===== config.mk =====
export PLATFORM = sky130hd
export DESIGN_NAME = fan_pwm_duty_engine
export DESIGN_NICKNAME = d
export VERILOG_FILES = /design/src/include/fan_pwm_pkg.sv /design/src/design/fan_pwm_duty_engine.sv
export SDC_FILE = /design/constraint.sdc
export NUM_CORES = 1
export LEC_CHECK = 0
export BUFFER_PORTS_ARGS = -buffer_cell sky130_fd_sc_hd__buf_2
export CORE_UTILIZATION = 55
export CTS_CLUSTER_DIAMETER = 60
export DETAILED_ROUTE_END_ITERATION = 10
export PLACE_DENSITY = 0.71
export SLEW_MARGIN = 20
export SYNTH_ARGS = -nofsm -noshare
export SYNTH_HDL_FRONTEND = slang
export SYNTH_SLANG_ARGS = --single-unit

===== constraint.sdc =====
create_clock -name MCLK -period 6.7 [get_ports MCLK]
set_input_delay 0.335 -clock MCLK [delete_from_list [all_inputs] [get_ports MCLK]]
set_output_delay 0.335 -clock MCLK [all_outputs]
set_load 0.1 [all_outputs]

===== src/include/fan_pwm_pkg.sv =====
package fan_pwm_pkg;
  // core clock
  localparam int CLK_FREQ_MHZ = 100;
  // internal pwm clock synthesised by a phase accumulator
  localparam int PWM_CLK_KHZ = 6400;
  localparam int ACC_MOD_KHZ = CLK_FREQ_MHZ * 1000;
  localparam logic [16:0] ACC_STEP = 17'(PWM_CLK_KHZ);
  localparam logic [16:0] ACC_MOD = 17'(ACC_MOD_KHZ);
  localparam logic [16:0] ACC_RESET = 17'h00000;
  // pwm clock dividers per frequency mode
  localparam logic [9:0] DIV_25K = 10'h001;
  localparam logic [9:0] DIV_1500 = 10'(17);
  localparam logic [9:0] DIV_150 = 10'(167);
  localparam logic [9:0] DIV_33 = 10'(758);
  // drive frequency codes
  localparam logic [1:0] DRV_33HZ = 2'h0;
  localparam logic [1:0] DRV_150HZ = 2'h1;
  localparam logic [1:0] DRV_1500HZ = 2'h2;
  localparam logic [1:0] DRV_25KHZ = 2'h3;
  // ramp rate codes {high, low}
  localparam logic [1:0] RAMP_SLOW = 2'h0;
  localparam logic [1:0] RAMP_SLOW_MED = 2'h1;
  localparam logic [1:0] RAMP_MED_FAST = 2'h2;
  localparam logic [1:0] RAMP_IMMEDIATE = 2'h3;
  // one code step per interval: 3.125 %/s is 8 codes/s
  localparam int RAMP_SLOW_STEP_US = 125000;
  localparam int RAMP_SLOW_MED_STEP_US = 62500;
  localparam int RAMP_MED_FAST_STEP_US = 31250;
  localparam int RAMP_SLOW_CYC = RAMP_SLOW_STEP_US * CLK_FREQ_MHZ;
  localparam int RAMP_SLOW_MED_CYC = RAMP_SLOW_MED_STEP_US * CLK_FREQ_MHZ;
  localparam int RAMP_MED_FAST_CYC = RAMP_MED_FAST_STEP_US * CLK_FREQ_MHZ;
  // spin-up timeout
  localparam int SPINUP_TIME_MS = 2000;
  localparam int SPINUP_CYC = SPINUP_TIME_MS * 1000 * CLK_FREQ_MHZ;
  localparam logic [1:0] SPIN_TACH_PULSES = 2'h2;
  // register map
  localparam logic [7:0] ADDR_LUT_FIRST = 8'h20;
  localparam logic [7:0] ADDR_LUT_LAST = 8'h4f;
  localparam logic [7:0] ADDR_DIRECT_DUTY = 8'h50;
  localparam logic [7:0] ADDR_CURRENT_DUTY = 8'h51;
  localparam int LUT_ENTRIES = 48;
  localparam logic [7:0] LUT_RESET = 8'hff;
  localparam logic [7:0] DIRECT_RESET = 8'h00;
  localparam logic [7:0] RDATA_RESET = 8'h00;
  // lookup windows in degrees C
  localparam logic signed [9:0] LUT_LOW_EDGE_C = 10'sd18;
  localparam logic signed [9:0] LUT_HIGH_EDGE_C = 10'sd110;
  localparam logic [5:0] LUT_TOP_INDEX = 6'h2f;
  localparam logic signed [9:0] LUT_HYSTERESIS_SELECT_SMALL_C = 10'sd2;
  localparam logic signed [9:0] LUT_HYSTERESIS_SELECT_LARGE_C = 10'sd4;
  // duty codes
  localparam logic [7:0] DUTY_ZERO = 8'h00;
  localparam logic [7:0] DUTY_FULL = 8'hff;

  typedef enum logic {SPIN_IDLE = 1'b0, SPIN_ACTIVE = 1'b1} spin_state_t;
endpackage : fan_pwm_pkg


===== src/design/fan_pwm_duty_engine.sv =====
`timescale 1ns/1ps
module fan_pwm_duty_engine
  import fan_pwm_pkg::*;
#(
  parameter int unsigned RAMP_SLOW_CYCLES = RAMP_SLOW_CYC,
  parameter int unsigned RAMP_SLOW_MED_CYCLES = RAMP_SLOW_MED_CYC,
  parameter int unsigned RAMP_MED_FAST_CYCLES = RAMP_MED_FAST_CYC,
  parameter int unsigned SPINUP_CYCLES = SPINUP_CYC
) (
  input wire logic MCLK,
  input wire logic RST,
  input wire logic [7:0] REG_ADDR,
  input wire logic [7:0] REG_WDATA,
  input wire logic REG_WE,
  output logic [7:0] REG_RDATA,
  input wire logic signed [7:0] LOCAL_TEMP,
  input wire logic signed [7:0] REMOTE_TEMP,
  input wire logic INDEX_SOURCE_SELECT,
  input wire logic MAX_TEMP_INDEX_SELECT,
  input wire logic LUT_HYSTERESIS_SELECT,
  input wire logic DIRECT_CONTROL_ENABLE,
  input wire logic RAMP_RATE_BIT_LOW,
  input wire logic RAMP_RATE_BIT_HIGH,
  input wire logic SPINUP_ENABLE,
  input wire logic [1:0] DRIVE_FREQUENCY_SELECT,
  input wire logic PULSE_STRETCH_ENABLE,
  input wire logic FULL_DUTY_TACH_ONLY,
  input wire logic OUTPUT_POLARITY_SELECT,
  input wire logic STRETCH_REQUEST,
  input wire logic TACH1_IN,
  input wire logic TACH2_IN,
  input wire logic TACH1_ENABLE,
  input wire logic TACH2_ENABLE,
  output logic PWM_OUT,
  output logic TACH_VALID,
  output logic SPINUP_ACTIVE
);

  ////////////////////////////////////////////////////////////////////////////
  // temperature to lookup index
  function automatic logic [5:0] temp_to_index(input logic signed [9:0] t);
    logic signed [9:0] off;
    off = t - LUT_LOW_EDGE_C;
    if (t < LUT_LOW_EDGE_C) begin
      temp_to_index = 6'h00;
    end else if (t >= LUT_HIGH_EDGE_C) begin
      temp_to_index = LUT_TOP_INDEX;
    end else begin
      temp_to_index = 6'(off[9:1]) + 6'h01;
    end
  endfunction : temp_to_index

  logic [7:0] lut_r [LUT_ENTRIES];
  logic [7:0] direct_r, direct_nxt;
  logic [7:0] rdata_r, rdata_nxt;
  logic [7:0] cur_r, cur_nxt;
  logic [5:0] idx_r, idx_nxt;
  logic signed [9:0] temp_sel, lut_hysteresis_select;
  logic [5:0] raw_idx, down_idx;
  logic [7:0] lut_off;
  logic lut_hit;

  ////////////////////////////////////////////////////////////////////////////
  // register port decode and read mux
  always_comb begin
    lut_off = REG_ADDR - ADDR_LUT_FIRST;
    lut_hit = (REG_ADDR >= ADDR_LUT_FIRST) && (REG_ADDR <= ADDR_LUT_LAST);
    direct_nxt = direct_r;
    if (REG_WE && REG_ADDR == ADDR_DIRECT_DUTY) begin
      direct_nxt = REG_WDATA;
    end
    rdata_nxt = RDATA_RESET; // unmapped reads return zero
    if (lut_hit) begin
      rdata_nxt = lut_r[lut_off[5:0]];
    end else if (REG_ADDR == ADDR_DIRECT_DUTY) begin
      rdata_nxt = direct_r;
    end else if (REG_ADDR == ADDR_CURRENT_DUTY) begin
      rdata_nxt = cur_r;
    end
  end

  // lookup memory is written in place rather than through a next-value copy
  always_ff @(posedge MCLK) begin
    if (RST) begin
      for (int i = 0; i < LUT_ENTRIES; i++) begin
        lut_r[i] <= LUT_RESET;
      end
    end else if (REG_WE && lut_hit) begin
      lut_r[lut_off[5:0]] <= REG_WDATA;
    end
  end

  always_ff @(posedge MCLK) begin
    if (RST) begin
      direct_r <= DIRECT_RESET;
      rdata_r <= RDATA_RESET;
    end else begin
      direct_r <= direct_nxt;
      rdata_r <= rdata_nxt;
    end
  end
  assign REG_RDATA = rdata_r;

  ////////////////////////////////////////////////////////////////////////////
  // index source and hysteresis: rise at once, fall only past the margin
  always_comb begin
    if (MAX_TEMP_INDEX_SELECT) begin
      temp_sel = (LOCAL_TEMP > REMOTE_TEMP) ? 10'(LOCAL_TEMP) : 10'(REMOTE_TEMP);
    end else if (INDEX_SOURCE_SELECT) begin
      temp_sel = 10'(REMOTE_TEMP);
    end else begin
      temp_sel = 10'(LOCAL_TEMP);
    end
    lut_hysteresis_select = LUT_HYSTERESIS_SELECT ? LUT_HYSTERESIS_SELECT_LARGE_C : LUT_HYSTERESIS_SELECT_SMALL_C;
    raw_idx = temp_to_index(temp_sel);
    down_idx = temp_to_index(temp_sel + lut_hysteresis_select);
    idx_nxt = idx_r;
    if (raw_idx > idx_r) begin
      idx_nxt = raw_idx;
    end else if (down_idx < idx_r) begin
      idx_nxt = down_idx;
    end
  end

  always_ff @(posedge MCLK) begin
    if (RST) begin
      idx_r <= 6'h00;
    end else begin
      idx_r <= idx_nxt;
    end
  end

  ////////////////////////////////////////////////////////////////////////////
  // target select, spin-up and ramp
  spin_state_t spin_r, spin_nxt;
  logic [7:0] sel_target, prev_target_r, prev_target_nxt;
  logic [27:0] spin_cnt_r, spin_cnt_nxt;
  logic [23:0] ramp_cnt_r, ramp_cnt_nxt, ramp_last;
  logic [1:0] t1_cnt_r, t1_cnt_nxt, t2_cnt_r, t2_cnt_nxt;
  logic [1:0] ramp_code;
  logic spin_start, spin_done, tach_done;
  logic [2:0] t1_sync_r, t2_sync_r;
  logic t1_edge, t2_edge;

  // two flops per tach pin, third flop only for the edge detector
  always_ff @(posedge MCLK) begin
    if (RST) begin
      t1_sync_r <= 3'h7; // tach lines idle high on their pull-ups: no false edge
      t2_sync_r <= 3'h7;
    end else begin
      t1_sync_r <= {t1_sync_r[1:0], TACH1_IN};
      t2_sync_r <= {t2_sync_r[1:0], TACH2_IN};
    end
  end
  assign t1_edge = t1_sync_r[1] && !t1_sync_r[2];
  assign t2_edge = t2_sync_r[1] && !t2_sync_r[2];

  always_comb begin
    sel_target = DIRECT_CONTROL_ENABLE ? direct_r : lut_r[idx_r];
    ramp_code = {RAMP_RATE_BIT_HIGH, RAMP_RATE_BIT_LOW};
    case (ramp_code)
      RAMP_SLOW: ramp_last = 24'(RAMP_SLOW_CYCLES - 1);
      RAMP_SLOW_MED: ramp_last = 24'(RAMP_SLOW_MED_CYCLES - 1);
      RAMP_MED_FAST: ramp_last = 24'(RAMP_MED_FAST_CYCLES - 1);
      default: ramp_last = 24'h000000;
    endcase
    spin_start = SPINUP_ENABLE && prev_target_r == DUTY_ZERO
                 && sel_target != DUTY_ZERO;
    tach_done = (TACH1_ENABLE || TACH2_ENABLE)
                && (!TACH1_ENABLE || t1_cnt_r == SPIN_TACH_PULSES)
                && (!TACH2_ENABLE || t2_cnt_r == SPIN_TACH_PULSES);
    spin_done = !SPINUP_ENABLE || tach_done
                || spin_cnt_r == 28'(SPINUP_CYCLES - 1);
    prev_target_nxt = sel_target;
    spin_nxt = spin_r;
    spin_cnt_nxt = 28'h0000000;
    t1_cnt_nxt = 2'h0;
    t2_cnt_nxt = 2'h0;
    ramp_cnt_nxt = 24'h000000;
    cur_nxt = cur_r;
    case (spin_r)
      SPIN_IDLE: begin
        if (spin_start) begin
          spin_nxt = SPIN_ACTIVE;
          cur_nxt = DUTY_FULL;
        end else if (ramp_code == RAMP_IMMEDIATE) begin
          cur_nxt = sel_target;
        end else if (ramp_cnt_r >= ramp_last) begin
          // step toward whatever the target is right now
          if (cur_r < sel_target) begin
            cur_nxt = cur_r + 8'h01;
          end else if (cur_r > sel_target) begin
            cur_nxt = cur_r - 8'h01;
          end
        end else begin
          ramp_cnt_nxt = ramp_cnt_r + 24'h000001;
        end
      end
      SPIN_ACTIVE: begin
        cur_nxt = DUTY_FULL;
        spin_cnt_nxt = spin_cnt_r + 28'h0000001;
        t1_cnt_nxt = (t1_edge && t1_cnt_r != SPIN_TACH_PULSES) ? t1_cnt_r + 2'h1 : t1_cnt_r;
        t2_cnt_nxt = (t2_edge && t2_cnt_r != SPIN_TACH_PULSES) ? t2_cnt_r + 2'h1 : t2_cnt_r;
        if (spin_done) begin
          spin_nxt = SPIN_IDLE;
          cur_nxt = sel_target;
          spin_cnt_nxt = 28'h0000000;
        end
      end
      default: spin_nxt = SPIN_IDLE;
    endcase
  end

  always_ff @(posedge MCLK) begin
    if (RST) begin
      spin_r <= SPIN_IDLE;
      spin_cnt_r <= 28'h0000000;
      t1_cnt_r <= 2'h0;
      t2_cnt_r <= 2'h0;
      ramp_cnt_r <= 24'h000000;
      cur_r <= DUTY_ZERO;
      prev_target_r <= DUTY_ZERO;
    end else begin
      spin_r <= spin_nxt;
      spin_cnt_r <= spin_cnt_nxt;
      t1_cnt_r <= t1_cnt_nxt;
      t2_cnt_r <= t2_cnt_nxt;
      ramp_cnt_r <= ramp_cnt_nxt;
      cur_r <= cur_nxt;
      prev_target_r <= prev_target_nxt;
    end
  end
  assign SPINUP_ACTIVE = (spin_r == SPIN_ACTIVE);

  ////////////////////////////////////////////////////////////////////////////
  // pwm timebase: the accumulator averages 6.4 MHz since 100/6.4 is not whole
  logic [16:0] acc_r, acc_nxt, acc_sum;
  logic [9:0] div_cnt_r, div_cnt_nxt, divisor;
  logic [7:0] period_cnt_r, period_cnt_nxt, period_duty_r, period_duty_nxt;
  logic tick, pclk_tick, stretch_on, active, pwm_r, pwm_nxt, valid_r, valid_nxt;

  always_comb begin
    acc_sum = acc_r + ACC_STEP;
    tick = acc_sum >= ACC_MOD;
    acc_nxt = tick ? acc_sum - ACC_MOD : acc_sum;
    case (DRIVE_FREQUENCY_SELECT)
      DRV_25KHZ: divisor = DIV_25K;
      DRV_1500HZ: divisor = DIV_1500;
      DRV_150HZ: divisor = DIV_150;
      default: divisor = DIV_33;
    endcase
    pclk_tick = tick && div_cnt_r >= divisor - 10'h001;
    div_cnt_nxt = div_cnt_r;
    // a mode change can leave the count past the new divisor: restart it at once
    if (div_cnt_r >= divisor) begin
      div_cnt_nxt = 10'h000;
    end else if (pclk_tick) begin
      div_cnt_nxt = 10'h000;
    end else if (tick) begin
      div_cnt_nxt = div_cnt_r + 10'h001;
    end
    period_cnt_nxt = pclk_tick ? period_cnt_r + 8'h01 : period_cnt_r;
    // duty is taken only at the period boundary so no runt pulses appear
    period_duty_nxt = period_duty_r;
    if (pclk_tick && period_cnt_r == DUTY_FULL) begin
      period_duty_nxt = cur_r;
    end
    stretch_on = DRIVE_FREQUENCY_SELECT == DRV_33HZ && PULSE_STRETCH_ENABLE
                 && !FULL_DUTY_TACH_ONLY && STRETCH_REQUEST;
    active = period_duty_r == DUTY_FULL || period_cnt_r < period_duty_r
             || stretch_on;
    pwm_nxt = active ^ OUTPUT_POLARITY_SELECT;
    if (DRIVE_FREQUENCY_SELECT != DRV_33HZ) begin
      valid_nxt = 1'b1;
    end else if (FULL_DUTY_TACH_ONLY) begin
      valid_nxt = cur_r == DUTY_FULL;
    end else if (PULSE_STRETCH_ENABLE) begin
      valid_nxt = stretch_on;
    end else begin
      valid_nxt = 1'b1;
    end
  end

  always_ff @(posedge MCLK) begin
    if (RST) begin
      acc_r <= ACC_RESET;
      div_cnt_r <= 10'h000;
      period_cnt_r <= 8'h00;
      period_duty_r <= DUTY_ZERO;
      pwm_r <= 1'b0;
      valid_r <= 1'b0;
    end else begin
      acc_r <= acc_nxt;
      div_cnt_r <= div_cnt_nxt;
      period_cnt_r <= period_cnt_nxt;
      period_duty_r <= period_duty_nxt;
      pwm_r <= pwm_nxt;
      valid_r <= valid_nxt;
    end
  end
  assign PWM_OUT = pwm_r;
  assign TACH_VALID = valid_r;
endmodule : fan_pwm_duty_engine


==> run summary <==
The flow ran to the end, and the final reports show no timing, DRC or antenna violations. Setup repair after global routing left no endpoint under its margin. In this design, the stage delay of the slowest critical-path cell is 0.55 ns.

The number of storage elements in the synthesis netlist was 659; the width of the die was 251.8 um. The top-area cell type share of the netlist area came out at 44.78%. The number of placed instances, taps included, is 3758.

The first global-routing pass estimated 148000 um of wire. The H-tree level count came out at 3. Counting the fill cells in the layout gives 4883. The final critical path takes up 91.00% of the cycle. The logs give 3 for the maximum buffer depth of the clock tree and 0 for the number of setup buffers added after CTS. The worst setup path is captured at a register. The tree is rooted in a sky130_fd_sc_hd__clkbuf_16. The detail route stage leaves a number of antenna-violating nets equal to 0.

From synthesis to final layout, the design area changed by 11.51%. The tools report the number of max-slew violations in the final report as 0. In this run the static leakage power is 13.32 nW. At the pin with the least slew margin, the transition time is 1.117 ns.

Sorting the synthesized cells by area gives the leading types as sky130_fd_sc_hd__edfxtp_1, sky130_fd_sc_hd__dfxtp_1, sky130_fd_sc_hd__mux4_2. The worst pin sits at a relative slew slack of 25.18%. The worst setup path is launched from a register. The biggest area contributor in the post-synthesis netlist is sky130_fd_sc_hd__edfxtp_1.

The power per cell area works out to 309.5 nW/um2. The run gives 63420 um2 as the area enclosed by the die boundary. A synthesized cell averages 12.01 um2.

For the filler-free cell count of the finished design, the log shows 3895. The length of routed met2 wiring is 45520 um. The cell-internal power was 8.120 mW. The type of the setup path with the least slack was reg -> reg. STA puts the critical path data arrival time at 6.55 ns.

For the post-layout worst setup margin, the log shows 0.6032 ns. The run gives 63 as the top-level I/O count. Among all stages on the critical path, the largest delay is contributed by sky130_fd_sc_hd__dfxtp_4.

The tools report the total count of hold-check failures in the final report as 0. The total overflow left after global routing is 0. The async set-or-reset flop fraction in the synthesized netlist works out to 0%.

The signal on the critical path passes through buf_12 > mux4_2 > a22oi_1 > nand2_1 > a22oi_1 > o221ai_1 > mux2i_1 > ha_1 > nor2b_1 > o21ai_0 > nand2b_1 > a21oi_1 > o21ai_0 > ha_1 > a21o_1 > a21oi_1 > o21bai_1 > a21oi_1 > o21bai_1 > a21oi_1 > xnor2_1 > nand2_1 > o32ai_1 > a221oi_1. Cells fill 62.03% of the core in the end. The tools report the number of global-route vias before repair as 24.81k. The region available for standard cell placement spans 61710 um2.

In this run the worst hold path is classified as in -> reg. In this run switching power makes up 31.47% of total power. The logs give 74 for the distinct cell type count after synthesis and 55.63% for the initial standard-cell utilization of the core. Entering global routing, the biggest net connects 71 pins. Final setup violation count: 0. The vertical extent of the die was 251.8 um; the gate count of the mapped netlist was 2859. The run gives -0.06615 ns as the post-placement setup slack. The setup clock skew after layout was 0.04105 ns.

The minimum period implied by the final worst setup slack works out to 6.097 ns. The ratio of cells with drive above 1 in the final layout is 25.29%, and the post-route total power is 11.85 mW. The routed wire length per instance came out at 25.08 um. The share of total power dissipated in sequential elements is 41.4%.

The initialized floorplan defines 91 standard-cell rows. The post-layout net count is 3150, and the peak fanout along the critical path is 20. The highest layer touched by signal routing is met5.

For this design the total switching power over the nets is 3.728 mW. The most numerous cell on the critical path was sky130_fd_sc_hd__a21oi_1. In the final routing, the length of wire on met1 measures 36880 um.

For the later-pin clock latency in the skew report, the log shows 0.65 ns. Clock tree synthesis found a total of 659 sinks. The logs give 224.7 uV for the largest voltage drop on the vdd net and 10390 um for the routed length on met3.

The number of DRC markers in iteration 0 was 3290; the final wirelength was 97690 um. Proportion of synthesized chip area in sequential cells: 53.35%. TritonCTS built the clock tree.

The tools report the setup total negative slack as 0 ns. The pre-antenna-repair detailed-routing pass consisted of 7 iterations. The mean number of vias per cell works out to 6.492. Across every metal layer, demand over resource in global routing totals 30.80%.

Static timing analysis puts the maximum clock frequency at 164.0 MHz. For the total vias in the final route, the log shows 25.29k. Buffers inserted during clock tree synthesis total 72. Number of enable-type register cells in the synthesized netlist: 512.

After clock tree synthesis, the clock-pin slew on the worst setup and hold paths is 0.06 ns. After synthesis the cells add up to 34330 um2. The logs give 0 for the number of max-capacitance violations reported and 0 for the number of warning messages in the yosys log.

The run gives 0 as the DRC violation count after routing. Combinational logic burns 25.6% of the power. Among all flip-flop cells after synthesis, the most frequent one is sky130_fd_sc_hd__edfxtp_1. Buffers placed on the I/O ports in this run total 62. After legalization and detailed placement, the total HPWL measured 64460 um.

The tools report the initial antenna violation count as 5. The clock power share is 32.9%, and the data required time of the critical path is 7.15 ns. Routability-driven placement finished with a final weighted congestion of 0.9622.
[routing by layer]
layer,track usage (%),vias up
li1,-,11050
met1,40.25,12320
met2,48.99,1595
met3,6.819,315
met4,14.61,4
met5,0,-
[worst max-delay path: cells and delay by family (launching register included)]
kind,cells,cell delay [ns]
AOI/OAI and AO/OA,14,2.88
muxes,2,0.92
adders and majority gates,2,0.64
DFF,1,0.55
and+or+nand+nor,4,0.50
buffers and inverters,1,0.25
xor gates and xnor gates,1,0.16
[final timing paths]
path | depth (start not counted) | slack [ns] | to | from
setup / recovery | 24 | 0.60 | cur_r[7]$_SDFFE_PP0P_ | register
hold reg to reg | 1 | 0.41 | t2_sync_r[1]$_SDFF_PP1_ | t2_sync_r[0]$_SDFF_PP1_
hold / removal | 3 | 0.02 | PWM_OUT$_SDFF_PP0_ | OUTPUT_POLARITY_SELECT
setup reg to reg | 24 | 0.60 | cur_r[7]$_SDFFE_PP0P_ | register
[through the flow]
step | hold slack, ns | area [um2]
after floorplan | 0.3895 | 34810
after global placement | 0.3938 | 35940
after detailed placement | 0.3942 | 35940
after CTS | 0.001665 | 38270
after global routing | 0.01395 | 38280
final | 0.02061 | 38280
[cell type report]
type / instances / area [um2] / share of cell area (%)
Clock inverter: 36 / 325.3 / 0.8498
Multi-Input combinational cell: 2076 / 15530 / 40.56
Antenna cell: 2 / 5.005 / 0.01307
Clock buffer: 97 / 1983 / 5.180
Sequential cell: 659 / 18330 / 47.87
Tap cell: 837 / 1047 / 2.736
Inverter: 68 / 255.2 / 0.6668
Timing Repair Buffer: 120 / 813.3 / 2.124
[synth_stat cells (54+ instances only)]
| cell | n |
|---|---|
| sky130_fd_sc_hd__a21oi_1 | 77 |
| sky130_fd_sc_hd__nand2_1 | 180 |
| sky130_fd_sc_hd__dfxtp_1 | 147 |
| sky130_fd_sc_hd__or2_2 | 395 |
| sky130_fd_sc_hd__nor2_1 | 160 |
| sky130_fd_sc_hd__a22oi_1 | 203 |
| sky130_fd_sc_hd__a221oi_1 | 63 |
| sky130_fd_sc_hd__edfxtp_1 | 512 |
| sky130_fd_sc_hd__nand3_1 | 59 |
| sky130_fd_sc_hd__inv_1 | 67 |
| sky130_fd_sc_hd__mux4_2 | 128 |
| sky130_fd_sc_hd__ha_1 | 99 |
| sky130_fd_sc_hd__nand4_1 | 54 |
| sky130_fd_sc_hd__clkbuf_1 | 144 |
[kinds of logic (layout without fill, tap and decap cells)]
family                   after synthesis  after routing  synth area share [%]
multiplexers                         155            155                 9.195
flip-flops                           659            659                 53.35
adder cells (fa/ha/maj)              101            101                 3.725
AO/OA/AOI/OAI                        598            598                 12.76
buffers and inverters                252            321                 2.985
AND/OR/NAND/NOR                     1001           1001                 15.63
XOR/XNOR                              91             91                 2.322
other                                  2            132               0.02187
[state kept, by name, summed over array words and instances (netlist names), named ones only]
signal / cells
direct_r: 8
acc_r: 12
REG_RDATA: 8
t1_sync_r: 3
t2_sync_r: 3
PWM_OUT: 1
idx_r: 6
t2_cnt_r: 2
t1_cnt_r: 2
SPINUP_ACTIVE: 1
period_cnt_r: 8
ramp_cnt_r: 24
div_cnt_r: 10
period_duty_r: 8
prev_target_r: 8
cur_r: 8
lut_r: 512
spin_cnt_r: 28
TACH_VALID: 1
[placed cells by master, fill, tap and decap left out, drive strengths merged, types with 14 or more instances in the layout]
master,n
a211oi,14
a21o,29
a21oi,77
a221oi,63
a22o,50
a22oi,203
a31oi,26
and3,22
buf,118
clkbuf,97
clkinv,24
conb,130
dfxtp,147
edfxtp,512
ha,99
inv,76
mux2i,24
mux4,128
nand2,180
nand2b,19
nand3,59
nand4,54
nor2,160
nor2b,24
nor3,32
o211ai,15
o21a,15
o21ai,43
or2,395
xnor2,43
xor2,48
[power by group through the flow]
stage                     combinational [mW]  sequential [mW]  clock [mW]
after floorplan                         2.07             4.89           0
after global placement                  2.87             4.97           0
after detailed placement                2.94             4.99           0
after CTS                               2.96             4.90        3.94
after global routing                    3.23             4.93        4.09
final                                   3.04             4.91        3.90
[what timing repair did]
action,CTS,global route
resized for setup,0,1
endpoints found under the setup margin,0,2
endpoints found under the hold margin,2,0
hold buffers,2,0
Power figures use the tool's default switching activity.
